## src/core/tlb_regs_pkg.sv

```systemverilog
// Constants shared by the translation register slice
package tlb_regs_pkg;

   ////////////////////////////////////////////////////////////////////////
   // Sizes
   localparam int          TLB_ENTRIES = 32;
   localparam int          IDX_W       = 5;
   localparam logic [4:0]  VICTIM_TOP  = 5'h1f;
   localparam int          LFSR_W      = 16;
   localparam logic [15:0] LFSR_SEED   = 16'hace1;
   localparam logic [15:0] LFSR_TAPS   = 16'hb400;

   ////////////////////////////////////////////////////////////////////////
   // Register selects
   localparam logic [1:0] SEL_PROBE_INDEX = 2'h0;
   localparam logic [1:0] SEL_VICTIM      = 2'h1;
   localparam logic [1:0] SEL_EVEN_PAGE   = 2'h2;
   localparam logic [1:0] SEL_ODD_PAGE    = 2'h3;

   ////////////////////////////////////////////////////////////////////////
   // Field positions
   localparam int PROBE_FAIL_BIT = 31;
   localparam int READ_INH_BIT   = 31;
   localparam int FETCH_INH_BIT  = 30;
   localparam int ZERO_MSB       = 29;
   localparam int ZERO_LSB       = 26;
   localparam int FRAME_MSB      = 25;
   localparam int FRAME_LSB      = 6;
   localparam int COH_MSB        = 5;
   localparam int COH_LSB        = 3;
   localparam int DIRTY_BIT      = 2;
   localparam int VALID_BIT      = 1;
   localparam int GLOBAL_BIT     = 0;

   ////////////////////////////////////////////////////////////////////////
   // Reset values
   localparam logic [4:0]  INDEX_RST = 5'h00;
   localparam logic [31:0] PAGE_RST  = 32'h0000_0000;

   ////////////////////////////////////////////////////////////////////////
   // Coherency codes
   localparam logic [2:0] COH_WT_NOALLOC = 3'h0;
   localparam logic [2:0] COH_WT_ALLOC   = 3'h1;
   localparam logic [2:0] COH_UNCACHED   = 3'h2;
   localparam logic [2:0] COH_WB_ALLOC   = 3'h3;
   localparam logic [2:0] COH_MAP_UC     = 3'h7;

   typedef enum logic [1:0] {
      ACC_FETCH = 2'h0,
      ACC_LOAD  = 2'h1,
      ACC_STORE = 2'h3
   } acc_kind_t;

endpackage

```

## src/core/tlb_index_random_entry_regs.sv

```systemverilog
// Probe index, victim counter and page mapping registers of the TLB
// How it works
// - Probe index register's low five bits pick the entry for read and indexed write; a probe hit loads them.
// - Index field is five bits, enough for all thirty-two entries.
// - Top bit of probe index is set when the last probe missed.
// - Bits 30:5 of probe index read zero; software writes zeros.
// - Read-only victim counter gives the entry for random writes.
// - Victim counter upper bound is entry count minus one.
// - Victim counter counts down most clocks, wrapping from lower to upper bound.
// - Shift register randomly holds the count to avoid live lock.
// - Victim counter bits 31:5 read zero; writes ignored.
// - Enabled read inhibit makes data reads fault invalid; else bit is zero.
// - Enabled fetch inhibit makes fetches fault invalid; else bit is zero.
// - Frame number is 20 bits; bits 29:26 are zeros.
// - Small pages map frame to address 29:10, else from bit 12 up.
// - Three-bit coherency field per page, read-write.
// - Store to a clean page faults modified; dirty pages allow stores.
// - Any access to an invalid page faults invalid.
// - Entry global is AND of both globals; read returns it in both.
// - Coherency codes four to six act as three, seven as two.
`timescale 1ns/1ps
module tlb_index_random_entry_regs (
   // Clock and reset
   input  wire logic        clk_i,
   input  wire logic        nrst_i,
   // Coprocessor register port
   input  wire logic        cop_wr_i,
   input  wire logic        cop_rd_i,
   input  wire logic [1:0]  cop_sel_i,
   input  wire logic [31:0] cop_wdata_i,
   output logic      [31:0] cop_rdata_o,
   // Configuration levels
   input  wire logic        small_page_support_i,
   input  wire logic        small_page_enable_i,
   input  wire logic        read_inhibit_enable_i,
   input  wire logic        fetch_inhibit_enable_i,
   input  wire logic [4:0]  locked_count_i,
   input  wire logic        locked_wr_i,
   // TLB operations
   input  wire logic        probe_op_i,
   input  wire logic        probe_hit_i,
   input  wire logic [4:0]  probe_idx_i,
   input  wire logic        entry_read_op_i,
   input  wire logic [31:0] tlb_rd_even_i,
   input  wire logic [31:0] tlb_rd_odd_i,
   input  wire logic        tlb_rd_global_i,
   input  wire logic        indexed_write_op_i,
   input  wire logic        random_write_op_i,
   output logic             tlb_wr_o,
   output logic      [4:0]  tlb_wr_idx_o,
   output logic      [31:0] tlb_wr_even_o,
   output logic      [31:0] tlb_wr_odd_o,
   output logic             tlb_wr_global_o,
   output logic      [4:0]  read_idx_o,
   // Access check on the matched page
   input  wire logic        acc_req_i,
   input  wire logic [1:0]  acc_kind_i,
   input  wire logic [31:0] acc_page_i,
   input  wire logic [11:0] acc_offset_i,
   output logic             acc_done_o,
   output logic             tlb_invalid_o,
   output logic             tlb_modified_o,
   output logic      [31:0] phys_addr_o,
   output logic      [2:0]  cache_attr_o
);

   typedef struct packed {
      logic        probe_fail;
      logic [4:0]  index;
      logic [4:0]  victim;
      logic [31:0] even;
      logic [31:0] odd;
      logic [31:0] rdata;
      logic        wr;
      logic [4:0]  wr_idx;
      logic [31:0] wr_even;
      logic [31:0] wr_odd;
      logic        wr_global;
      logic        done;
      logic        inv;
      logic        modi;
      logic [31:0] pa;
      logic [2:0]  attr;
   } regs_state_t;

   regs_state_t state;
   regs_state_t next_state;
   logic        hold;
   logic        is_load;
   logic        is_fetch;
   logic        is_store;

   ////////////////////////////////////////////////////////////////////////
   // Helpers

   // Clears inhibit bits that are not enabled and the unused frame bits
   function automatic logic [31:0] page_mask(input logic [31:0] d,
                                             input logic        read_inhibit_enable,
                                             input logic        fetch_inhibit_enable);
      logic [31:0] m;
      m = d;
      m[tlb_regs_pkg::READ_INH_BIT]  = d[tlb_regs_pkg::READ_INH_BIT] & read_inhibit_enable;
      m[tlb_regs_pkg::FETCH_INH_BIT] = d[tlb_regs_pkg::FETCH_INH_BIT] & fetch_inhibit_enable;
      m[tlb_regs_pkg::ZERO_MSB:tlb_regs_pkg::ZERO_LSB] = 4'h0;
      return m;
   endfunction

   // Folds unused coherency codes onto the four that the core uses
   function automatic logic [2:0] coh_fold(input logic [2:0] c);
      logic [2:0] r;
      r = c;
      if (c == tlb_regs_pkg::COH_MAP_UC) begin
         r = tlb_regs_pkg::COH_UNCACHED;
      end else if (c > tlb_regs_pkg::COH_WB_ALLOC) begin
         r = tlb_regs_pkg::COH_WB_ALLOC;
      end
      return r;
   endfunction

   victim_lfsr u_lfsr (
      .clk_i  (clk_i),
      .nrst_i (nrst_i),
      .hold_o (hold)
   );

   assign is_fetch = acc_kind_i == tlb_regs_pkg::ACC_FETCH;
   assign is_load  = acc_kind_i == tlb_regs_pkg::ACC_LOAD;
   assign is_store = acc_kind_i == tlb_regs_pkg::ACC_STORE;

   ////////////////////////////////////////////////////////////////////////
   // Next state
   always_comb begin
      next_state      = state;
      next_state.wr   = 1'b0;
      next_state.done = 1'b0;

      // Victim counter; an out-of-range value after a locked-count change
      // is caught here too, so the counter is back inside its window one clock later
      if (locked_wr_i) begin
         next_state.victim = tlb_regs_pkg::VICTIM_TOP;
      end else if (state.victim < locked_count_i) begin
         next_state.victim = tlb_regs_pkg::VICTIM_TOP;
      end else if (hold) begin
         next_state.victim = state.victim;
      end else if (state.victim == locked_count_i) begin
         next_state.victim = tlb_regs_pkg::VICTIM_TOP;
      end else begin
         next_state.victim = state.victim - 5'h01;
      end

      // Software writes; the victim counter ignores them
      if (cop_wr_i) begin
         if (cop_sel_i == tlb_regs_pkg::SEL_PROBE_INDEX) begin
            next_state.index = cop_wdata_i[4:0];
         end else if (cop_sel_i == tlb_regs_pkg::SEL_EVEN_PAGE) begin
            next_state.even = page_mask(cop_wdata_i, read_inhibit_enable_i,
                                        fetch_inhibit_enable_i);
         end else if (cop_sel_i == tlb_regs_pkg::SEL_ODD_PAGE) begin
            next_state.odd = page_mask(cop_wdata_i, read_inhibit_enable_i,
                                       fetch_inhibit_enable_i);
         end
      end

      // Hardware updates win over a software write in the same clock
      if (probe_op_i) begin
         next_state.probe_fail = !probe_hit_i;
         if (probe_hit_i) begin
            next_state.index = probe_idx_i;
         end
      end

      if (entry_read_op_i) begin
         next_state.even = page_mask(tlb_rd_even_i, read_inhibit_enable_i,
                                     fetch_inhibit_enable_i);
         next_state.odd  = page_mask(tlb_rd_odd_i, read_inhibit_enable_i,
                                     fetch_inhibit_enable_i);
         next_state.even[tlb_regs_pkg::GLOBAL_BIT] = tlb_rd_global_i;
         next_state.odd[tlb_regs_pkg::GLOBAL_BIT]  = tlb_rd_global_i;
      end

      if (indexed_write_op_i || random_write_op_i) begin
         next_state.wr        = 1'b1;
         next_state.wr_idx    = random_write_op_i ? state.victim : state.index;
         next_state.wr_even   = state.even;
         next_state.wr_odd    = state.odd;
         next_state.wr_global = state.even[tlb_regs_pkg::GLOBAL_BIT] &
                                state.odd[tlb_regs_pkg::GLOBAL_BIT];
      end

      // Register reads
      if (cop_rd_i) begin
         if (cop_sel_i == tlb_regs_pkg::SEL_PROBE_INDEX) begin
            next_state.rdata = {state.probe_fail, 26'h0000000, state.index};
         end else if (cop_sel_i == tlb_regs_pkg::SEL_VICTIM) begin
            next_state.rdata = {27'h0000000, state.victim};
         end else if (cop_sel_i == tlb_regs_pkg::SEL_EVEN_PAGE) begin
            next_state.rdata = state.even;
         end else begin
            next_state.rdata = state.odd;
         end
      end

      // Access check on the matched page
      if (acc_req_i) begin
         next_state.done = 1'b1;
         next_state.inv  = !acc_page_i[tlb_regs_pkg::VALID_BIT]
            || (is_load && read_inhibit_enable_i
                && acc_page_i[tlb_regs_pkg::READ_INH_BIT])
            || (is_fetch && fetch_inhibit_enable_i
                && acc_page_i[tlb_regs_pkg::FETCH_INH_BIT]);
         next_state.modi = is_store && acc_page_i[tlb_regs_pkg::VALID_BIT]
                           && !acc_page_i[tlb_regs_pkg::DIRTY_BIT];
         if (small_page_support_i && small_page_enable_i) begin
            next_state.pa = {2'h0,
               acc_page_i[tlb_regs_pkg::FRAME_MSB:tlb_regs_pkg::FRAME_LSB],
               acc_offset_i[9:0]};
         end else begin
            next_state.pa = {
               acc_page_i[tlb_regs_pkg::FRAME_MSB:tlb_regs_pkg::FRAME_LSB],
               acc_offset_i};
         end
         next_state.attr = coh_fold(
            acc_page_i[tlb_regs_pkg::COH_MSB:tlb_regs_pkg::COH_LSB]);
      end
   end

   ////////////////////////////////////////////////////////////////////////
   // State register
   always_ff @(posedge clk_i) begin
      if (!nrst_i) begin
         state            <= '0;
         state.index      <= tlb_regs_pkg::INDEX_RST;
         state.victim     <= tlb_regs_pkg::VICTIM_TOP;
         state.even       <= tlb_regs_pkg::PAGE_RST;
         state.odd        <= tlb_regs_pkg::PAGE_RST;
      end else begin
         state <= next_state;
      end
   end

   assign cop_rdata_o     = state.rdata;
   assign tlb_wr_o        = state.wr;
   assign tlb_wr_idx_o    = state.wr_idx;
   assign tlb_wr_even_o   = state.wr_even;
   assign tlb_wr_odd_o    = state.wr_odd;
   assign tlb_wr_global_o = state.wr_global;
   assign read_idx_o      = state.index;
   assign acc_done_o      = state.done;
   assign tlb_invalid_o   = state.inv;
   assign tlb_modified_o  = state.modi;
   assign phys_addr_o     = state.pa;
   assign cache_attr_o    = state.attr;

   ////////////////////////////////////////////////////////////////////////
   // Checks
   property p_victim_window;
      @(posedge clk_i) disable iff (!nrst_i)
      $rose(nrst_i) or (!$past(locked_wr_i) && $past(state.victim) >= locked_count_i)
      |-> state.victim >= locked_count_i && state.victim <= tlb_regs_pkg::VICTIM_TOP;
   endproperty
   a_victim_window: assert property (p_victim_window)
      else $error("victim counter outside its window");

   property p_victim_load;
      @(posedge clk_i) disable iff (!nrst_i)
      locked_wr_i |=> state.victim == tlb_regs_pkg::VICTIM_TOP;
   endproperty
   a_victim_load: assert property (p_victim_load)
      else $error("victim counter not loaded on locked write");

   property p_victim_step;
      @(posedge clk_i) disable iff (!nrst_i)
      !locked_wr_i && !hold && state.victim > locked_count_i
      |=> state.victim == $past(state.victim) - 5'h01;
   endproperty
   a_victim_step: assert property (p_victim_step)
      else $error("victim counter did not decrement");

   property p_victim_wrap;
      @(posedge clk_i) disable iff (!nrst_i)
      !locked_wr_i && !hold && state.victim == locked_count_i
      |=> state.victim == tlb_regs_pkg::VICTIM_TOP;
   endproperty
   a_victim_wrap: assert property (p_victim_wrap)
      else $error("victim counter did not wrap");

   property p_victim_hold;
      @(posedge clk_i) disable iff (!nrst_i)
      !locked_wr_i && hold && state.victim >= locked_count_i |=> $stable(state.victim);
   endproperty
   a_victim_hold: assert property (p_victim_hold)
      else $error("victim counter moved while held");

   property p_probe_miss;
      @(posedge clk_i) disable iff (!nrst_i)
      probe_op_i && !probe_hit_i ##1 cop_rd_i && cop_sel_i == tlb_regs_pkg::SEL_PROBE_INDEX
      |=> cop_rdata_o[31] && cop_rdata_o[30:5] == 26'h0000000;
   endproperty
   a_probe_miss: assert property (p_probe_miss)
      else $error("probe miss not flagged");

   property p_victim_read;
      @(posedge clk_i) disable iff (!nrst_i)
      cop_rd_i && cop_sel_i == tlb_regs_pkg::SEL_VICTIM
      |=> cop_rdata_o == {27'h0000000, $past(state.victim)};
   endproperty
   a_victim_read: assert property (p_victim_read)
      else $error("victim read value wrong");

   property p_random_write;
      @(posedge clk_i) disable iff (!nrst_i)
      random_write_op_i |=> tlb_wr_o && tlb_wr_idx_o == $past(state.victim);
   endproperty
   a_random_write: assert property (p_random_write)
      else $error("random write used wrong entry");

   property p_global_and;
      @(posedge clk_i) disable iff (!nrst_i)
      indexed_write_op_i |=> tlb_wr_global_o == ($past(state.even[0]) & $past(state.odd[0]));
   endproperty
   a_global_and: assert property (p_global_and)
      else $error("written global is not the AND");

   property p_store_clean;
      @(posedge clk_i) disable iff (!nrst_i)
      acc_req_i && is_store && acc_page_i[1] && !acc_page_i[2] |=> tlb_modified_o && acc_done_o;
   endproperty
   a_store_clean: assert property (p_store_clean)
      else $error("store to clean page not faulted");

   property p_invalid_page;
      @(posedge clk_i) disable iff (!nrst_i)
      acc_req_i && !acc_page_i[1] |=> tlb_invalid_o && !tlb_modified_o;
   endproperty
   a_invalid_page: assert property (p_invalid_page)
      else $error("invalid page access not faulted");

endmodule // tlb_index_random_entry_regs

```

## src/core/victim_lfsr.sv

```systemverilog
// Pseudo-random hold source for the victim counter
`timescale 1ns/1ps
module victim_lfsr (
   // Clock and reset
   input  wire logic clk_i,
   input  wire logic nrst_i,
   // Hold request
   output logic      hold_o
);

   typedef struct packed {
      logic [15:0] sr;
   } lfsr_state_t;

   lfsr_state_t state;
   lfsr_state_t next_state;

   ////////////////////////////////////////////////////////////////////////
   // Galois shift; holds about one clock in four so the count still moves
   always_comb begin
      next_state = state;
      if (state.sr[0]) begin
         next_state.sr = (state.sr >> 1) ^ tlb_regs_pkg::LFSR_TAPS;
      end else begin
         next_state.sr = state.sr >> 1;
      end
   end

   always_ff @(posedge clk_i) begin
      if (!nrst_i) begin
         state.sr <= tlb_regs_pkg::LFSR_SEED;
      end else begin
         state <= next_state;
      end
   end

   assign hold_o = state.sr[0] & state.sr[1];

endmodule // victim_lfsr

```

## config.mk

```make
export PLATFORM = sky130hd
export DESIGN_NAME = tlb_index_random_entry_regs
export DESIGN_NICKNAME = d
export VERILOG_FILES = /design/src/core/tlb_regs_pkg.sv /design/src/core/tlb_index_random_entry_regs.sv /design/src/core/victim_lfsr.sv
export SDC_FILE = /design/constraint.sdc
export NUM_CORES = 1
export LEC_CHECK = 0
export ABC_AREA = 0
export BUFFER_PORTS_ARGS = -buffer_cell sky130_fd_sc_hd__buf_2
export CAP_MARGIN = 10
export CORE_MARGIN = 1
export CORE_UTILIZATION = 51
export DETAILED_ROUTE_END_ITERATION = 8
export HOLD_SLACK_MARGIN = 0.15
export PLACE_DENSITY = 0.85
export SLEW_MARGIN = 15
export SYNTH_ARGS = -nofsm -noshare
export SYNTH_HDL_FRONTEND = slang
export SYNTH_HIERARCHICAL = 1
export SYNTH_SLANG_ARGS = --single-unit
```

## constraint.sdc

```tcl
create_clock -name clk_i -period 2.05 [get_ports clk_i]
set_clock_uncertainty 0.2 [all_clocks]
set_input_delay 0.205 -clock clk_i [delete_from_list [all_inputs] [get_ports clk_i]]
set_output_delay 0.205 -clock clk_i [all_outputs]
set_load 0.02 [all_outputs]
```

== Word-level counts from Yosys, hierarchy flattened ==
Cells that the tools add are included.
Operators by class
  $add $sub $neg: 1
  multiply operators: 0
  div/mod/pow operators: 0
  order comparisons: 2
  equality and inequality tests: 9
  shift-type cells: 0
  mux-type cells: 21
  bitwise operators: 10
  reductions and logical operators: 21
Operator list (count)
  $mux 32: 7
  $mux 64: 3
  $mux 71: 1
  $mux 38: 1
  $mux 5: 6
  $mux 16: 1
  $and 1x1->1: 8
  $logic_and 1x1->1: 7
  $eq 2x2->1 const B: 3
  $mux 3: 2
  $reduce_bool 2->1: 3
  $eq 5x5->1: 1
  $lt 5x5->1: 1
  $sub 5x1->5 const B: 1
  $eq 2x1->1 const B: 2
  $logic_not 2->1: 2
  $ne 2x2->1 const B: 2
  $not 3->4: 1
  $reduce_and 4->1: 1
  $eq 3x3->1 const B: 1
  $gt 3x2->1 const B: 1
  $logic_not 1->1: 3
  $logic_or 1x1->1: 3
  $reduce_and 3->1: 1
  2 further kinds: 2
Storage, ports and cells
  register bits: 216
  bits in latches: 0
  RAM bits: 0
  memory bits (read-only): 0
  bits of input ports: 170
  output and inout port bits: 146
  logic and storage cells: 81
  memories kept: 0

== Longest topological paths before layout ==
  depth after elaboration: 6
  gate-level depth with buffers: 6
  mapped depth without buffers: 5

== By module ==
The synthesis kept the hierarchy.
By module, submodules not included
  tlb_index_random_entry_regs: times used 1, cells each 1077, area each 9162.5 µm², sequential area each 3923.8 µm²
  victim_lfsr: times used 1, cells each 37, area each 456.7 µm², sequential area each 320.3 µm²

== Worst setup path after synthesis ==
No wires, ideal clock.
  path kind: register to register
  start point: register u_lfsr/state[0] (netlist name)
  end point: register state[209] (netlist name)
  setup time: 135 ps
  arrival: 1130 ps
  path slack: 584 ps
  cell stages (with the launch flop): 5
  clock period less this slack: 1466 ps
  path through: dfxtp_1 -> and2_2 -> nor4b_1 -> xnor2_1 -> o211ai_1
On the way
  longest elaborated chain between the ends: 1
Ends and longest elaborated chain
  start, declared: RTL line victim_lfsr.sv:15  | lfsr_state_t state;
  start signal, assigned: RTL line victim_lfsr.sv:33  | state <= next_state;
  $and 1x1->1: RTL line victim_lfsr.sv:37  | assign hold_o = state.sr[0] & state.sr[1];
  net hold: RTL line tlb_index_random_entry_regs.sv:88  | logic hold;
  end signal, assigned: RTL line tlb_index_random_entry_regs.sv:237  | state <= next_state;
  end, declared: RTL line tlb_index_random_entry_regs.sv:86  | regs_state_t state;
The timed path passes the listed nets, and every way through them passes these cells.
A chain may end at the register's enable or synchronous reset.

== Worst setup path in the final report ==
  start point: input port tlb_rd_odd_i[14]
  end point: register state[155] (netlist name)
On the way
  longest elaborated chain between the ends: 1
Ends and longest elaborated chain
  start, declared: RTL line tlb_index_random_entry_regs.sv:45  | input wire logic [31:0] tlb_rd_odd_i,
  $mux 64: RTL line tlb_index_random_entry_regs.sv:172  | if (entry_read_op_i) begin
Every way passes these cells.

==> metrics.md <==
| Metric | Value |
|---|---|
| Clock-pin slew on the worst setup and hold paths | `70 ps` |
| Worst R2R End | `cache_attr_o[2]` |
| Final hold vios | `0` |
| Ant diodes | `0` |
| Clock buffer depth | `3` |
| Netlist Area Pre-Place | `9620 um^2` |
| Slowest-stage cell, CP | `dlygate4sd3_1` |
| Die area | `19400 um^2` |
| WS Path Type | `in2reg` |
| Port bufs | `284` |
| CP Data Arrival Time | `2210 ps` |
| FFs w/ async S/R, synth | `0` |
| End of the critical path | `state[155]` |
| Max Cap Viol | `0` |
| Final worst slack | `8.32 ps` |
| Synth unique cells | `45` |
| Maximum number of pins on one net before global-route repair | `104` |
| Leak Pwr | `6.01 nW` |
| Fin area | `13400 um^2` |
| Worst setup path start | `tlb_rd_odd_i[14]` |
| Required @ worst endpoint | `2220 ps` |
| Sequential power share | `0.437` |
| Most frequent cells in the layout | `buf_2, dlygate4sd3_1, dfxtp_1` |
| Clk sink count | `212` |
| Post-layout util | `0.738` |
| Cell with the most instances on the worst path | `dlygate4sd3_1` |
| Share of layout cells above drive strength 1 | `0.254` |
| CP Capture Type | `register` |
| Fin. max-slew vios | `0` |
| Mean Syn Cell Area | `8.63 um^2` |
| Final GP Congestion | `0.887` |
| Yosys warning total | `6` |
| Status | `complete, no violations` |
| Final setup TNS | `0 ps` |
| Post-synth EDFFs | `0` |
| Worst Tran Pin Value | `1040 ps` |
| Final Setup Violations | `0` |
| Die Ht | `139 um` |
| Mux share of post-synthesis cell area | `0.0913` |
| Grt total ovfl | `0` |
| Hold slack | `155 ps` |
| Cell Area, Placed | `10200 um^2` |
| Antenna viol nets, final | `0` |
| FF-to-FF Start | `cache_attr_o[2]` |
| Die width | `139 um` |
| Placed wire-length estimate | `17700 um` |
| Most common cell after layout, fill and taps aside | `buf_2` |
| Initial Util | `0.528` |
| Worst-Skew Late Latency | `500 ps` |
| Type of origin of the critical path | `input pin` |
| Synth Area in Adders | `0.00780` |
| Clk pwr share | `0.381` |
| Inserted Clock Buffers | `23` |
| Sw frac | `0.276` |
| Layout Area Growth over Synthesis | `39.8%` |
| Buf/Inv on CP | `4` |
| Placed insts | `1444` |
| Vias/cell | `5.87` |
| H-tree depth | `1` |
| DRC viols | `0` |
| Final WL | `36600 um` |
| Register Area | `4240 um^2` |
| Internal power | `7.53 mW` |
| DR vias | `10121` |
| DRT Pass-1 Iters | `5` |
| Minimum setup slack after placement | `251 ps` |
| Time the worst path needs with I/O delays and setup | `2040 ps` |
| First-pass GRT wire length | `55300 um` |
| Fin cells | `1723` |
| Final Cycle Share | `0.996` |
| Post-synthesis simple-gate area fraction | `0.144` |
| Combinational Power Share | `0.182` |
| Power Density | `774 nW/um^2` |
| Critical Path Stages | `6` |
| Core ar. | `18200 um^2` |
| Slew margin rel. | `0.303` |
| GRT Util Overall | `0.360` |
| Crit-path max FO | `1` |
| Fmax | `490 MHz` |
| Most common flop cell mapped by yosys | `dfxtp_1` |
| Fillcell total | `1137` |
| Xor/xnor share of the synthesized area | `0.00637` |
| DR WL/cell | `21.2 um` |
| Total power | `10.4 mW` |
| CP Cell Sequence | `dlygate4sd3_1, buf_2, o21ai_2, dlygate4sd3_1, a21oi_1, dlygate4sd3_1` |
| Initial antenna violation count | `0` |
| Row count | `49` |
| Reg2reg setup slack | `170 ps` |
| Vias in the first global route | `10327` |
| Sequential area share after synthesis | `0.441` |
| Worst r2r path cells | `4` |
| Root Buffer | `clkbuf_16` |
| Switch Pwr | `2.87 mW` |
| TritonCTS clock tree | `yes` |
| Largest family of logic cells by synthesized area | `compound AO/OA/AOI/OAI gates` |
| Post-Syn Instances | `1114` |
| Worst vdd ir | `0.000675 V` |
| Crit-path max cell delay | `590 ps` |
| Multi-input logic area | `4020 um^2` |
| HP Class | `in2reg` |
| Yosys reg bits | `212` |
| Synth Area in Compound Gates | `0.154` |
| CP top delay family | `buffers and inverters` |
| Final Net Count | `1654` |
| Number of DRC markers in iteration 0 | `953` |
| I/O pins | `316` |
==> worst min path at each step <==
stage | cells past startpoint | from | endpoint | slack (ps)
detailed placement | 1 | u_lfsr/state[8] | u_lfsr/state[7] | 200
finish | 4 | acc_req_i | phys_addr_o[25] | 160
global placement | 1 | u_lfsr/state[12] | u_lfsr/state[11] | 190
CTS | 3 | nrst_i | u_lfsr/state[2] | 150
floorplan | 1 | nrst_i | u_lfsr/state[0] | 80
global route | 4 | acc_req_i | phys_addr_o[25] | 160
==> worst register-to-register path, stage by stage (launching register included) <==
cell	delay [ps]
dfxtp_1	330
nand2_1	70
dlygate4sd3_1	580
nor2_1	80
dlygate4sd3_1	560
==> repair_timing <==
action,in CTS,in global routing
setup buffers,0,0
endpoints found under the hold margin,138,8
hold buffers,254,4
endpoints found under the setup margin,0,29
resized for setup,0,21
==> state kept, by name (all words and copies together), names as in the netlist <==
register	count
u_lfsr/state	16
tlb_wr_o	1
cache_attr_o	3
read_idx_o	5
tlb_modified_o	1
tlb_wr_odd_o	28
phys_addr_o	32
acc_done_o	1
tlb_wr_even_o	28
cop_rdata_o	28
tlb_wr_global_o	1
tlb_wr_idx_o	5
tlb_invalid_o	1
state	62
==> layer usage <==
| layer | up-vias | share of wire | global-route usage |
|---|---|---|---|
| met5 | - | 0 | 0 |
| met4 | 0 | 0.059 | 0.187 |
| met3 | 214 | 0.11 | 0.0960 |
| met2 | 798 | 0.48 | 0.632 |
| met1 | 4732 | 0.35 | 0.400 |
| li1 | 4377 | - | - |
==> logic make-up after synthesis <==
kind of cell | after synthesis
xor+xnor | 7
simple gates | 327
other cells | 1
flops | 212
compound gates | 247
buf+inv | 233
mux | 81
fa+ha+maj | 6
==> final cells by class <==
| cell class | instances | area share |
|---|---|---|
| Timing Repair Buffer | 549 | 0.307 |
| Inverter | 12 | 0.00354 |
| Multi-Input combinational cell | 680 | 0.299 |
| Clock inverter | 6 | 0.00242 |
| Clock buffer | 35 | 0.0506 |
| Sequential cell | 212 | 0.316 |
| Tap cell | 229 | 0.0213 |
==> synthesized netlist by cell type, types with 6 or more instances <==
| cell type | number | area (um^2) |
|---|---|---|
| mux2i_1 | 72 | 721 |
| inv_1 | 11 | 41.3 |
| o211ai_1 | 7 | 52.6 |
| dfxtp_1 | 212 | 4240 |
| ha_1 | 6 | 75.1 |
| and2_1 | 14 | 87.6 |
| a21oi_1 | 98 | 490 |
| a311oi_1 | 20 | 175 |
| buf_2 | 22 | 110 |
| nor2_1 | 65 | 244 |
| buf_4 | 145 | 1090 |
| a31oi_1 | 28 | 175 |
| nand2b_1 | 9 | 56.3 |
| buf_1 | 6 | 22.5 |
| clkbuf_1 | 43 | 161 |
| a2bb2oi_1 | 22 | 193 |
| nand3_1 | 28 | 140 |
| o21ai_0 | 59 | 295 |
| nand2_1 | 194 | 728 |
==> power groups by stage <==
| stage | clock [mW] | sequential, mW | combinational [mW] |
|---|---|---|---|
| 3_5_place_dp | 0 | 4.60 | 1.31 |
| 6_report | 3.97 | 4.54 | 1.89 |
| 4_1_cts | 3.98 | 4.51 | 1.74 |
| 5_1_grt | 4.16 | 4.56 | 2.00 |
| 2_1_floorplan | 0 | 4.56 | 1.03 |
| 3_3_place_gp | 0 | 4.59 | 1.28 |
(Power assumes the default switching activity.)
